$ cat config.mk
export PLATFORM = sky130hd
export DESIGN_NAME = rx_path_top
export DESIGN_NICKNAME = d
export VERILOG_FILES = /design/src/rtl/rx_path_pkg.sv /design/src/rtl/rx_path_top.sv
export SDC_FILE = /design/constraint.sdc
export NUM_CORES = 1
export LEC_CHECK = 0
export ABC_AREA = 1
export BUFFER_PORTS_ARGS = -buffer_cell sky130_fd_sc_hd__buf_2
export CORE_MARGIN = 8
export CORE_UTILIZATION = 36
export CTS_BUF_LIST = sky130_fd_sc_hd__clkbuf_4
export CTS_CLUSTER_SIZE = 25
export DETAILED_ROUTE_END_ITERATION = 6
export GPL_TIMING_DRIVEN = 0
export PLACE_DENSITY = 0.58
export SLEW_MARGIN = 40
export SYNTH_ARGS = -nofsm -noshare
export SYNTH_HDL_FRONTEND = slang
export SYNTH_SLANG_ARGS = --single-unit
$ cat constraint.sdc
create_clock -name CLOCK -period 3.4 [get_ports CLOCK]
set_input_delay 0 -clock CLOCK [delete_from_list [all_inputs] [get_ports CLOCK]]
set_output_delay 0 -clock CLOCK [all_outputs]
set_load 0.05 [all_outputs]
$ cat src/rtl/rx_path_pkg.sv
// Shared constants and types for the quad receive digital path
//
// Contract
// [RQ1] Without input signal the receive clock free-runs at reference/16 or reference rate; the code's fast option toggles every clock, reference/2.
// [RQ2] Receive clock always toggles with duty cycle held near 50 percent.
// [RQ3] Data latency is about 1 to 14 bit periods, depending on decoding.
// [RQ4] All twelve loopback controls set: recovery bypassed, raw RZ rails passed out.
// [RQ5] Any other loopback combination: recovered clock with retimed rail data.
// [RQ6] Zero-substitution decoding per channel, single-rail only, when code select high.
// [RQ7] Decoding selection also enables matching transmit encoding on that channel.
// [RQ8] Decoded data and code violations, or raw data and bipolar violations.
// [RQ9] Polarity select: 0 active-low, 1 active-high data.
// [RQ10] Retiming edge select: 1 rising, 0 falling receive clock edge.
// [RQ11] Long analog-loss timer declares loss 1 to 2.6 ms after loss.
// [RQ12] Short analog-loss timer declares loss 10 to 255 bit periods after loss.
// [RQ13] Outside logic keeps the short timer off in DS1 operation.
// [RQ14] DS1: digital loss raised after 100 or more consecutive zeros.
// [RQ15] DS1: digital loss cleared at 12.5 percent ones over 100 positions.
// [RQ16] DS1 with loss standard 1: also fewer than 15 consecutive zeros.
// [RQ17] CEPT: raise at 255 zeros, clear at 12.5 percent over 255.
// [RQ18] No shutdown, no AIS: analog loss forces inactive rails, free-running clock.
// [RQ19] AIS without shutdown: either loss sends all ones on free-running clock.
// [RQ20] Shutdown: either loss forces inactive rails and free-running clock.
// [RQ21] Any loopback active: outputs untouched by shutdown or AIS policy.
// [RQ22] Violations only in single rail: same-polarity ones or code violations.
// [RQ23] Rail mode 0 single-rail data and violation, 1 dual-rail pos and neg.
// [RQ24] Violation output uses the active level from polarity select.
// [RQ25] Each channel runs its own decoding, loss detection and output policy.
package rx_path_pkg;

    localparam int NCH = 4;

    localparam logic [7:0] CTRL_OFS = 8'h00;
    localparam logic [7:0] CODE_OFS = 8'h04;
    localparam logic [7:0] LOOP_OFS = 8'h08;
    localparam logic [7:0] STAT_OFS = 8'h0c;

    typedef struct packed {
        logic receive_jitter_atten_enable;
        logic receive_ais_select;
        logic loss_shutdown_select;
        logic loss_standard_select;
        logic analog_loss_timer_select;
        logic cept_mode;
        logic free_run_clock_select;
        logic retiming_edge_select;
        logic polarity_select;
        logic dual_rail;
    } ctrl_t;

    typedef struct packed {
        logic [3:0] digital_local_loop_ctl;
        logic [3:0] remote_loop_ctl;
        logic [3:0] full_local_loop_ctl;
    } loop_t;

    typedef struct packed {
        logic kill;
        logic viol;
        logic neg;
        logic pos;
    } sym_t;

    localparam logic [9:0]  CTRL_RST = 10'h006;
    localparam logic [3:0]  CODE_RST = 4'h0;
    localparam logic [11:0] LOOP_RST = 12'h000;

    // Bit period is 16 reference clocks
    localparam logic [3:0] PH_LAST = 4'hf;
    localparam logic [3:0] PH_RISE = 4'h0;
    localparam logic [3:0] PH_FALL = 4'h8;
    localparam logic [3:0] PH_ADJ  = 4'hc;
    localparam int         BIT_CYC = 16;

    localparam int CLK_MHZ          = 250;
    localparam int ANALOG_LOSS_ALARM_LONG_US     = 1000;
    localparam int ANALOG_LOSS_ALARM_LONG_CYC    = ANALOG_LOSS_ALARM_LONG_US * CLK_MHZ;
    localparam logic [17:0] ANALOG_LOSS_ALARM_SHORT_BITS = 18'h00020;

    localparam logic [7:0] DS1_ZLIM   = 8'h64;
    localparam logic [7:0] CEPT_ZLIM  = 8'hff;
    localparam logic [7:0] DS1_ONES   = 8'h0d;
    localparam logic [7:0] CEPT_ONES  = 8'h20;
    localparam logic [7:0] STD_MAXZ   = 8'h0f;

endpackage : rx_path_pkg

$ cat src/rtl/rx_path_top.sv
// Quad receive digital path: recovery, decoding, loss alarms, output policy
//
// The register addresses and the APB interface to the registers were left to the implementer.
`timescale 1ns/100ps
module rx_path_top #(
    parameter int ANALOG_LOSS_ALARM_LONG_CYC = rx_path_pkg::ANALOG_LOSS_ALARM_LONG_CYC
) (
    input  wire logic        CLOCK,
    input  wire logic        RST_N,
    input  wire logic        PSEL,
    input  wire logic        PENABLE,
    input  wire logic        PWRITE,
    input  wire logic [7:0]  PADDR,
    input  wire logic [31:0] PWDATA,
    output logic      [31:0] PRDATA,
    output logic             PREADY,
    output logic             PSLVERR,
    input  wire logic [3:0]  SLICER_POS,
    input  wire logic [3:0]  SLICER_NEG,
    input  wire logic [3:0]  ANALOG_LOW,
    output logic      [3:0]  RX_CLK,
    output logic      [3:0]  RECEIVE_POSITIVE_RAIL,
    output logic      [3:0]  RECEIVE_NEGATIVE_RAIL,
    output logic      [3:0]  ANALOG_LOSS_ALARM,
    output logic      [3:0]  DIGITAL_LOSS_ALARM,
    output logic      [3:0]  TX_ZERO_SUB_EN
);

    rx_path_pkg::ctrl_t ctrl_q;
    rx_path_pkg::loop_t loop_q;
    logic [3:0]         code_q;
    logic [31:0]        prdata_q;
    logic [3:0]         analog_loss_alarm_w;
    logic [3:0]         digital_loss_alarm_w;
    logic               bypass;

    function automatic logic addr_hit(input logic [7:0] a);
        addr_hit = (a == rx_path_pkg::CTRL_OFS) || (a == rx_path_pkg::CODE_OFS) ||
                   (a == rx_path_pkg::LOOP_OFS) || (a == rx_path_pkg::STAT_OFS);
    endfunction : addr_hit

    function automatic logic act(input logic pol, input logic x);
        act = pol ? x : ~x;
    endfunction : act

    always_ff @(posedge CLOCK or negedge RST_N) begin
        if (!RST_N) begin
            ctrl_q <= rx_path_pkg::CTRL_RST;
            code_q <= rx_path_pkg::CODE_RST;
            loop_q <= rx_path_pkg::LOOP_RST;
        end else if (PSEL && PENABLE && PWRITE) begin
            unique case (PADDR)
                rx_path_pkg::CTRL_OFS: ctrl_q <= PWDATA[9:0];
                rx_path_pkg::CODE_OFS: code_q <= PWDATA[3:0];
                rx_path_pkg::LOOP_OFS: loop_q <= PWDATA[11:0];
                default: ;
            endcase
        end
    end

    // Read data is latched in the setup phase so the zero-wait access sees it
    always_ff @(posedge CLOCK or negedge RST_N) begin
        if (!RST_N) begin
            prdata_q <= 32'h0000_0000;
        end else if (PSEL && !PENABLE) begin
            unique case (PADDR)
                rx_path_pkg::CTRL_OFS: prdata_q <= {22'h000000, ctrl_q};
                rx_path_pkg::CODE_OFS: prdata_q <= {28'h0000000, code_q};
                rx_path_pkg::LOOP_OFS: prdata_q <= {20'h00000, loop_q};
                rx_path_pkg::STAT_OFS: prdata_q <= {24'h000000, digital_loss_alarm_w, analog_loss_alarm_w};
                default:               prdata_q <= 32'h0000_0000;
            endcase
        end
    end

    assign PRDATA  = prdata_q;
    assign PREADY  = 1'b1;
    assign PSLVERR = PSEL && PENABLE && !addr_hit(PADDR);

    assign bypass = &{loop_q.full_local_loop_ctl, loop_q.remote_loop_ctl,
                      loop_q.digital_local_loop_ctl};                            // [RQ4]

    assign TX_ZERO_SUB_EN = code_q & {4{~ctrl_q.dual_rail}};                     // [RQ7]

    // Independent logic per channel [RQ25]
    for (genvar ch = 0; ch < rx_path_pkg::NCH; ch++) begin : g_ch
        logic [2:0]        s1_q, s2_q, s3_q, f_q;
        logic              mark_d1_q;
        logic [3:0]        phase_q;
        logic [1:0]        adj_q;
        logic              fast_q;
        logic              pos_seen_q, neg_seen_q, last_pol_q;
        rx_path_pkg::sym_t [7:0] win_q;
        rx_path_pkg::sym_t [7:0] cand;
        rx_path_pkg::sym_t nsym, tap;
        logic              b8zs_hit, hdb3_hit;
        logic              hold_a_q, hold_b_q;
        logic [17:0]       analog_loss_alarm_cnt_q;
        logic              analog_loss_alarm_q;
        logic [7:0]        zrun_q, blk_q, ones_q, maxz_q;
        logic              digital_loss_alarm_q;
        logic              stb, decode, loop_any, alarm, free_run;
        logic [7:0]        zlim, ones_thr;
        logic [17:0]       analog_loss_alarm_tgt;
        logic              rpos_q, rneg_q, rclk_q;

        // Three-stage pin synchroniser; a change counts once stages 2 and 3 agree
        always_ff @(posedge CLOCK or negedge RST_N) begin
            if (!RST_N) begin
                s1_q <= 3'h0;
                s2_q <= 3'h0;
                s3_q <= 3'h0;
                f_q  <= 3'h0;
            end else begin
                s1_q <= {ANALOG_LOW[ch], SLICER_NEG[ch], SLICER_POS[ch]};
                s2_q <= s1_q;
                s3_q <= s2_q;
                for (int i = 0; i < 3; i++) begin
                    if (s2_q[i] == s3_q[i]) begin
                        f_q[i] <= s3_q[i];
                    end
                end
            end
        end

        assign stb      = (phase_q == rx_path_pkg::PH_LAST);
        assign decode   = code_q[ch] && !ctrl_q.dual_rail;                          // [RQ6]
        assign loop_any = loop_q.full_local_loop_ctl[ch] | loop_q.remote_loop_ctl[ch] |
                          loop_q.digital_local_loop_ctl[ch];
        assign alarm    = analog_loss_alarm_q | digital_loss_alarm_q;
        assign free_run = !loop_any && (analog_loss_alarm_q ||
                          (alarm && (ctrl_q.loss_shutdown_select ||
                                     ctrl_q.receive_ais_select)));                 // [RQ18] [RQ19] [RQ20]

        // Digital PLL; phase nudged by one count in the low half only [RQ2]
        always_ff @(posedge CLOCK or negedge RST_N) begin
            if (!RST_N) begin
                mark_d1_q <= 1'b0;
                adj_q     <= 2'h0;
                phase_q   <= 4'h0;
                fast_q    <= 1'b0;
            end else begin
                mark_d1_q <= f_q[0] | f_q[1];
                fast_q    <= ~fast_q;
                if ((f_q[0] | f_q[1]) && !mark_d1_q && !free_run &&
                    phase_q != rx_path_pkg::PH_RISE) begin                         // [RQ5]
                    adj_q <= phase_q[3] ? 2'h2 : 2'h1;
                end else if (phase_q == rx_path_pkg::PH_ADJ) begin
                    adj_q <= 2'h0;
                end
                if (phase_q == rx_path_pkg::PH_ADJ && adj_q == 2'h1) begin
                    phase_q <= phase_q;
                end else if (phase_q == rx_path_pkg::PH_ADJ && adj_q == 2'h2) begin
                    phase_q <= phase_q + 4'h2;
                end else begin
                    phase_q <= phase_q + 4'h1;                                     // [RQ1]
                end
            end
        end

        // Line symbol of the bit just ending; violation = same polarity as last mark
        always_comb begin
            nsym      = '0;
            nsym.pos  = pos_seen_q | f_q[0];
            nsym.neg  = !nsym.pos && (neg_seen_q | f_q[1]);
            nsym.viol = (nsym.pos && last_pol_q) || (nsym.neg && !last_pol_q);       // [RQ22]
            cand      = {win_q[6:0], nsym};
            b8zs_hit  = 1'b1;
            hdb3_hit  = 1'b1;
            for (int i = 0; i < 8; i++) begin
                if (i == 7 || i == 6 || i == 5 || i == 2) begin
                    b8zs_hit = b8zs_hit && !cand[i].pos && !cand[i].neg;
                end else if (i == 4 || i == 1) begin
                    b8zs_hit = b8zs_hit && cand[i].viol;
                end else begin
                    b8zs_hit = b8zs_hit && (cand[i].pos | cand[i].neg) && !cand[i].viol;
                end
            end
            hdb3_hit = cand[0].viol && !(cand[1].pos | cand[1].neg) &&
                       !(cand[2].pos | cand[2].neg) && !cand[3].viol;
            b8zs_hit = b8zs_hit && !ctrl_q.cept_mode;
            hdb3_hit = hdb3_hit && ctrl_q.cept_mode;
            for (int i = 0; i < 8; i++) begin
                if ((b8zs_hit) || (hdb3_hit && i < 4)) begin
                    cand[i].kill = 1'b1;
                end
            end
        end

        always_ff @(posedge CLOCK or negedge RST_N) begin
            if (!RST_N) begin
                pos_seen_q <= 1'b0;
                neg_seen_q <= 1'b0;
                last_pol_q <= 1'b0;
                win_q      <= '0;
            end else if (stb) begin
                pos_seen_q <= 1'b0;
                neg_seen_q <= 1'b0;
                win_q      <= cand;
                if (nsym.pos | nsym.neg) begin
                    last_pol_q <= nsym.pos;
                end
            end else begin
                pos_seen_q <= pos_seen_q | f_q[0];
                neg_seen_q <= neg_seen_q | f_q[1];
            end
        end

        // Decoding taps the end of the window; raw data the front [RQ3]
        assign tap = decode ? win_q[7] : win_q[0];

        always_ff @(posedge CLOCK or negedge RST_N) begin
            if (!RST_N) begin
                hold_a_q <= 1'b0;
                hold_b_q <= 1'b0;
            end else if (stb) begin
                if (ctrl_q.dual_rail) begin                                        // [RQ23]
                    hold_a_q <= tap.pos;
                    hold_b_q <= tap.neg;
                end else begin
                    hold_a_q <= (tap.pos | tap.neg) && !(decode && tap.kill);      // [RQ8]
                    hold_b_q <= tap.viol && !(decode && tap.kill);                 // [RQ8] [RQ22]
                end
            end
        end

        // Analog loss timer, cleared as soon as the signal returns
        assign analog_loss_alarm_tgt = ctrl_q.analog_loss_timer_select ? rx_path_pkg::ANALOG_LOSS_ALARM_SHORT_BITS
                                                          : 18'(ANALOG_LOSS_ALARM_LONG_CYC);
        always_ff @(posedge CLOCK or negedge RST_N) begin
            if (!RST_N) begin
                analog_loss_alarm_cnt_q <= 18'h00000;
                analog_loss_alarm_q     <= 1'b0;
            end else if (!f_q[2]) begin
                analog_loss_alarm_cnt_q <= 18'h00000;
                analog_loss_alarm_q     <= 1'b0;
            end else if (analog_loss_alarm_cnt_q >= analog_loss_alarm_tgt) begin
                analog_loss_alarm_q <= 1'b1;                                                    // [RQ11] [RQ12]
            end else if (!ctrl_q.analog_loss_timer_select || stb) begin
                analog_loss_alarm_cnt_q <= analog_loss_alarm_cnt_q + 18'h00001;
            end
        end

        // Digital loss: zero run raises, block ones density clears
        assign zlim     = ctrl_q.cept_mode ? rx_path_pkg::CEPT_ZLIM : rx_path_pkg::DS1_ZLIM;
        assign ones_thr = ctrl_q.cept_mode ? rx_path_pkg::CEPT_ONES : rx_path_pkg::DS1_ONES;
        always_ff @(posedge CLOCK or negedge RST_N) begin
            if (!RST_N) begin
                zrun_q <= 8'h00;
                blk_q  <= 8'h00;
                ones_q <= 8'h00;
                maxz_q <= 8'h00;
                digital_loss_alarm_q <= 1'b0;
            end else if (stb) begin
                if (nsym.pos | nsym.neg) begin
                    zrun_q <= 8'h00;
                end else if (zrun_q != 8'hff) begin
                    zrun_q <= zrun_q + 8'h01;
                end
                if (!(nsym.pos | nsym.neg) && zrun_q + 8'h01 >= zlim) begin
                    digital_loss_alarm_q <= 1'b1;                                                // [RQ14] [RQ17]
                    blk_q  <= 8'h00;
                    ones_q <= 8'h00;
                    maxz_q <= 8'h00;
                end else if (digital_loss_alarm_q) begin
                    if (blk_q + 8'h01 >= zlim) begin
                        digital_loss_alarm_q <= !((ones_q + 8'(nsym.pos | nsym.neg) >= ones_thr) &&
                                  (ctrl_q.cept_mode || !ctrl_q.loss_standard_select ||
                                   maxz_q < rx_path_pkg::STD_MAXZ));               // [RQ15] [RQ16] [RQ17]
                        blk_q  <= 8'h00;
                        ones_q <= 8'h00;
                        maxz_q <= 8'h00;
                    end else begin
                        blk_q  <= blk_q + 8'h01;
                        ones_q <= ones_q + 8'(nsym.pos | nsym.neg);
                        if (!(nsym.pos | nsym.neg) && zrun_q + 8'h01 > maxz_q) begin
                            maxz_q <= zrun_q + 8'h01;
                        end
                    end
                end
            end
        end

        // Output stage with retiming edge, polarity and alarm policy
        always_ff @(posedge CLOCK or negedge RST_N) begin
            if (!RST_N) begin
                rpos_q <= 1'b0;
                rneg_q <= 1'b0;
                rclk_q <= 1'b0;
            end else begin
                rclk_q <= (free_run && ctrl_q.free_run_clock_select) ? fast_q
                                                                     : !phase_q[3]; // [RQ1] [RQ2]
                if (bypass) begin
                    rpos_q <= act(ctrl_q.polarity_select, f_q[0]);                 // [RQ4]
                    rneg_q <= act(ctrl_q.polarity_select, f_q[1]);
                end else if (!loop_any && alarm && ctrl_q.loss_shutdown_select) begin
                    rpos_q <= act(ctrl_q.polarity_select, 1'b0);                   // [RQ20]
                    rneg_q <= act(ctrl_q.polarity_select, 1'b0);
                end else if (!loop_any && alarm && ctrl_q.receive_ais_select) begin
                    rpos_q <= act(ctrl_q.polarity_select, 1'b1);                   // [RQ19]
                    rneg_q <= act(ctrl_q.polarity_select, 1'b1);
                end else if (!loop_any && analog_loss_alarm_q) begin
                    rpos_q <= act(ctrl_q.polarity_select, 1'b0);                   // [RQ18]
                    rneg_q <= act(ctrl_q.polarity_select, 1'b0);
                end else if (phase_q == (ctrl_q.retiming_edge_select ? rx_path_pkg::PH_RISE
                                                                     : rx_path_pkg::PH_FALL)) begin
                    rpos_q <= act(ctrl_q.polarity_select, hold_a_q);               // [RQ9] [RQ10] [RQ21]
                    rneg_q <= act(ctrl_q.polarity_select, hold_b_q);               // [RQ24]
                end
            end
        end

        assign RX_CLK[ch]                = rclk_q;
        assign RECEIVE_POSITIVE_RAIL[ch] = rpos_q;
        assign RECEIVE_NEGATIVE_RAIL[ch] = rneg_q;
        assign analog_loss_alarm_w[ch]                = analog_loss_alarm_q;
        assign digital_loss_alarm_w[ch]                = digital_loss_alarm_q;
    end

    assign ANALOG_LOSS_ALARM  = analog_loss_alarm_w;
    assign DIGITAL_LOSS_ALARM = digital_loss_alarm_w;

endmodule : rx_path_top

; Yosys cells after proc, flatten, opt, wreduce, memory -nomap -nowiden
; Cells that the tools add are included.
; W data, S select, Z words.
[word_totals]
register_bits = 506
latchBits = 0
ram_bits = 0
romBits = 0
input_bits = 57
out_inout_bits = 58
elab_cells = 955
mem_count = 0
[classes]
addsub = 24
mul = 0
div_mod_pow = 0
magnitude_cmp = 24
n_eq_ne = 51
shifts = 0
n_mux = 215
n_bitwise = 70
n_reduce_logical = 328
[op_table]
columns = operator, count
row1 = $mux W8, 49
row2 = $mux W18, 13
row3 = $logic_and A1 B1 Y1, 164
row4 = $mux W1, 130
row5 = $logic_not A1 Y1, 90
row6 = $ge A8 B8 Y1, 11
row7 = $add A18 B1 Y18 const B, 4
row8 = $ge A18 B18 Y1, 4
row9 = $add A8 B1 Y8 const B, 8
row10 = $or A1 B1 Y1, 48
row11 = $pmux W12 S4, 1
row12 = $reduce_and A2 Y1, 19
row13 = $mux W4, 9
row14 = $add A8 B1 Y8, 4
row15 = $eq A4 B4 Y1 const B, 8
row16 = $gt A8 B8 Y1, 4
row17 = $lt A8 B4 Y1 const B, 4
row18 = $ne A8 B8 Y1 const B, 4
row19 = $logic_or A1 B1 Y1, 25
row20 = $mux W2, 12
row21 = $reduce_bool A2 Y1, 12
row22 = $not A1 Y1, 21
row23 = $reduce_bool A5 Y1, 4
row24 = $add A4 B1 Y4 const B, 4
row25 = 17 further kinds, 60

; Logic depth before layout (Yosys ltp)
[depth]
ltp_word = 22
mapped_depth = 17
mapped_depth_nobuf = 17

; Least setup slack after synthesis
; No wires, ideal clock.
[synth_path]
kind = reg-to-reg
startpoint = register ctrl_q[4] (netlist bit)
endpoint = register g_ch[1].blk_q[4]
setup_time_ns = 0.117
t_arrival_ns = 3.283
t_required_ns = 3.283
slack_ns = -0.001
path_stages_with_launch = 17
n_path_buf = 1
period_less_slack_ns = 3.401
path_cell_list = dfrtp_1 clkinv_1 ha_1 inv_1 nor2_1 nand2_1 nand2_1 nand2_1 nand2_1 nand2_1 nand2_1 nand3_2 nand2_4 inv_2 buf_2 nand2_1 nand2_1
[synth_via]
elab_chain_len = 5
elab_cells_between_ends = 9
cone_classes = order compare (2) / mux (4) / reduce/logical (3)
[synth_lines]
columns = element, line_no
row1 = start: declaration, rx_path_top.sv:29  ; rx_path_pkg::ctrl_t ctrl_q;
row2 = start signal: assignment, rx_path_top.sv:48  ; ctrl_q <= rx_path_pkg::CTRL_RST;
row3 = start signal: assignment, rx_path_top.sv:53  ; rx_path_pkg::CTRL_OFS: ctrl_q <= PWDATA[9:0];
row4 = $mux W8 (*), rx_path_top.sv:245  ; assign zlim = ctrl_q.cept_mode ? rx_path_pkg::CEPT_ZLIM : rx_path_pkg::DS1_ZLIM;
row5 = "$ge A8 B8 Y1, on equally long branches", "rx_path_top.sv:266, rx_path_top.sv:260"
row6 = $mux W8 or $logic_and A1 B1 Y1 (tied branches), "rx_path_top.sv:266, rx_path_top.sv:260"
row7 = $mux W8 or $reduce_bool A2 Y1 (tied branches), n/a
row8 = $mux W8 or $reduce_and A2 Y1 (tied branches), n/a
row9 = end signal: assignment, rx_path_top.sv:274  ; blk_q <= blk_q + 8'h01;
row10 = end: declaration, rx_path_top.sv:100  ; logic [7:0] zrun_q, blk_q, ones_q, maxz_q;
; Mark *: on every way between the ends. The rest lies on a longest branch, timed or not. The select of a mux whose other input is x is not followed.
; A chain may end at the register's enable or synchronous reset.

; Final worst setup path
[layout_path]
startpoint = input PADDR[0]
endpoint = register loop_q[11] (netlist bit)
[layout_via]
elab_chain_len = 2
[layout_lines]
columns = element, line_no
row1 = start: declaration, rx_path_top.sv:13  ; input wire logic [7:0] PADDR,
row2 = $eq A8 B4 Y1, rx_path_top.sv:52  ; unique case (PADDR)
row3 = $reduce_and A2 Y1 (no source line), n/a
row4 = end signal: assignment, rx_path_top.sv:50  ; loop_q <= rx_path_pkg::LOOP_RST;
row5 = end signal: assignment, rx_path_top.sv:55  ; rx_path_pkg::LOOP_OFS: loop_q <= PWDATA[11:0];
row6 = end: declaration, rx_path_top.sv:30  ; rx_path_pkg::loop_t loop_q;
; No other way between the ends.

==> reports/results.ini <==
[outcome]
outcome=finished, final reports clean

[sta]
tightest_slew_ns=0.764
finClkSkew_ns=0.0597
max_freq_mhz=309
rsz0062_at_grt=no
whs_ns=0.195
worst_slack_ns=0.167
slew-limit-headroom_pct=48.9
setup-violations-final=0
period_minus_slack_ns=3.23
hold_violations=0
drv_slew=0
period_share_pct=95.1

[drt]
vias=22900
dr.first_iter.drc_count=1479
via_per_inst=4.76
first_pass_iters=6
wire_per_inst_um=14.2
drt-total-wl_um=68500
drc=0
drtAntennaViolNets=0

[placement]
post-place-ws_ns=0.114
hpwl_um=48000
port_buffers=73
gp_congestion=0.873

[die]
rows=100
die_w_um=291
die_h_um=291
dieArea_um2=84400
io_pins=115
initial_core_util_pct=36.4
coreArea_um2=74600

[yosys]
seq_area_frac_synth_pct=44.8
synth_cells=3436
synthTopCellsByArea=dfrtp_1 45%, nand2_1 14%, ha_1 7.2%, inv_1 6.0%, nand3_1 4.8%
synth.distinct_cells=52
ys_ff_latch=486
synth_warnings=0
syn-cell-area_um2=27100
synth_top_area_share_pct=44.6
synth-edff-count=0
ys.flop_type=dfrtp_1
yosysTopAreaCell=dfrtp_1
async_flop_share_pct=100
postSynthAreaPerCell_um2=7.90

[hold_path]
hold_depth=3
min_delay_worst_endpoint=g_ch[1].s1_q[1]
min_path_type=input pin to flip-flop
min-delay-start=SLICER_NEG[1]

[grt]
grt_use_total_pct=16.2
grt_pass1_vias=22400
antenna_found_initial=2
grt_overflow=0
grt_pass1_wl_um=114000
grt_max_degree=74

[clock_tree]
cts_tree=yes
numCtsBuffers=142
clockBufferDepth=3
cts_sinks=486
cts_root_buf=clkbuf_4
cts_setup_buffers=0
clk_pin_slew_ns=0.07
htree_levels=4
clk_latency_ns=0.99

[power_and_ir_drop]
total_power_mw=16.1
ir_drop_mv=0.261
power.leakage_nw=16.3
p_per_area_nw_per_um2=508

[setup_path]
cp-start-kind=input pin
cp_top_family=buffers and inverters
critical_path.max_stage_delay_ns=0.65
endpoint_kind=flip-flop
required_ns=4.25
worst-r2r-setup-slack_ns=0.46
crit_slowest_cell=dlygate4sd3_1
r2r-start=g_ch[2].f_q[0]
cp_max_fo=4
cpMostUsedCell=dlygate4sd3_1
crit_buf_inv=8
rr_endpoint=g_ch[2].digital_loss_alarm_q
path_cells=dlygate4sd3_1 -> buf_2 -> or2_2 -> dlygate4sd3_1 -> inv_1 -> nand4_1 -> dlygate4sd3_1 -> inv_1 -> nand2_1 -> dlygate4sd3_1 -> nor2_1 -> a21oi_1 -> dlygate4sd3_1
cp.arrival_ns=4.09
reg2reg_depth=15
crit_type=input pin to flip-flop

[finish]
nets=3970
area_growth_pct=16.5
drive_gt1_share_pct=11.3

[flow_run]
cap_violations=0

where the power goes:
part | leakage (nW) | internal, mW | switching, mW
clock network | 1.04 | 3.03 | 2.64
logic | 8.93 | 1.12 | 2.08
registers | 6.37 | 6.64 | 0.550
total | 16.3 | 10.8 | 5.27
synthesized netlist by cell type, types with 12 or more instances:
cell type,number
buf_4,51
nor2_4,12
dfrtp_1,484
xor2_1,93
nor4_1,27
inv_1,436
o22ai_1,24
nand3_1,258
nand3b_1,42
maj3_1,12
xnor2_1,17
nor2_1,231
clkbuf_1,44
buf_2,16
o21ai_0,217
ha_1,156
a21oi_1,57
nor3_1,43
nand2_1,1034
nand4_1,36
cells in the final DEF, fill, tap and decap left out, types with 8 or more instances in the layout:
| cell type | synthesis | routed |
|---|---|---|
| o21ai_0 | 217 | 217 |
| ha_1 | 156 | 156 |
| o211ai_1 | 11 | 11 |
| nor2_1 | 231 | 231 |
| nand3b_1 | 42 | 42 |
| a2bb2oi_1 | 10 | 10 |
| maj3_1 | 12 | 12 |
| dlygate4sd3_1 | 0 | 76 |
| nor2_4 | 12 | 12 |
| inv_2 | 11 | 11 |
| o31ai_1 | 11 | 11 |
| clkbuf_4 | 0 | 195 |
| nand3_1 | 258 | 258 |
| inv_1 | 436 | 436 |
| nor4_1 | 27 | 27 |
| o21a_1 | 8 | 8 |
| buf_2 | 16 | 88 |
| dfrtp_1 | 484 | 482 |
| a21oi_1 | 57 | 57 |
| clkbuf_1 | 44 | 44 |
| nand4_1 | 36 | 36 |
| nand2_1 | 1034 | 1034 |
| o22ai_1 | 24 | 24 |
| xor2_1 | 93 | 93 |
| nor3_1 | 43 | 43 |
| conb_1 | 2 | 21 |
| buf_4 | 51 | 51 |
| or2_2 | 11 | 11 |
| nand2_2 | 10 | 10 |
| xnor2_1 | 17 | 17 |
| clkinv_1 | 4 | 29 |
area by class of cell:
cell class                      count  area [um2]
Tap cell                          969        1210
Inverter                          451        1700
Multi-Input combinational cell   2399       12700
Antenna cell                        4        10.0
Clock inverter                     44         335
Sequential cell                   486       12200
Clock buffer                      195        1460
Timing Repair Buffer              158        1370
Buffer                            119         681
Fill cell                        7525       43000
per-stage QoR:
stage	utilization [%]	instances	area (um2)	TNS, ns
global route	42.4	4825	31600	0
detailed placement	38.9	4505	29000	0
finish	42.4	4825	31600	0
CTS	42.4	4822	31600	0
floorplan	-	3455	27200	0
global placement	38.6	4497	28800	-4067.74
flip-flops by register name (all words and copies together) (netlist names), 16 cells and up:
register	flops
g_ch.blk_q	32
g_ch.win_q	44
g_ch.phase_q	16
g_ch.maxz_q	32
g_ch.ones_q	32
g_ch.zrun_q	32
g_ch.cand	84
g_ch.analog_loss_alarm_cnt_q	72
what timing repair did:
item | in CTS | in global routing
endpoints found under the hold margin | 536 | 0
endpoints found under the setup margin | 0 | 52
hold buffers | 78 | 0
resized for setup | 0 | 1
metal layers:
layer	GRT usage, %	part of all wire, %	vias up
met4	6.49	2.8	0
met3	3.42	4.6	147
li1	-	-	11700
met2	25.4	44	459
met5	0	0	-
met1	21.8	48	10700
worst max-delay path by stage:
stage	from	endpoint	cells after the start	slack, ns
floorplan	ctrl_q[4]	g_ch[0].ones_q[2]	14	0.54
global placement	RST_N	g_ch[1].s1_q[2]	1	-8.03
detailed placement	ctrl_q[4]	g_ch[3].maxz_q[7]	13	0.11
CTS	ctrl_q[4]	g_ch[3].maxz_q[4]	13	0.1
global route	g_ch[2].zrun_q[0]	g_ch[2].maxz_q[6]	13	0.11
finish	PADDR[0]	loop_q[11]	13	0.17
worst reg2reg max path: stages (launching register included):
cell	delay (ns)
dfrtp_1	0.49
nor2_1	0.22
inv_1	0.13
nor2_4	0.27
inv_2	0.12
ha_1	0.22
nand3_1	0.13
xor2_1	0.25
ha_1	0.31
a21oi_1	0.15
nand3_1	0.08
o21ai_0	0.17
nand2_1	0.07
o21ai_0	0.12
o21ai_0	0.09
nand2_1	0.08
cell families after synthesis:
kind of cell | synth area share (%)
compound gates | 7.74
xor+xnor | 3.55
fa+ha+maj | 7.63
buf+inv | 8.74
flops | 44.8
mux | 0.0369
other cells | 0.0277
simple gates | 27.5
Power figures use the tool's default switching activity.
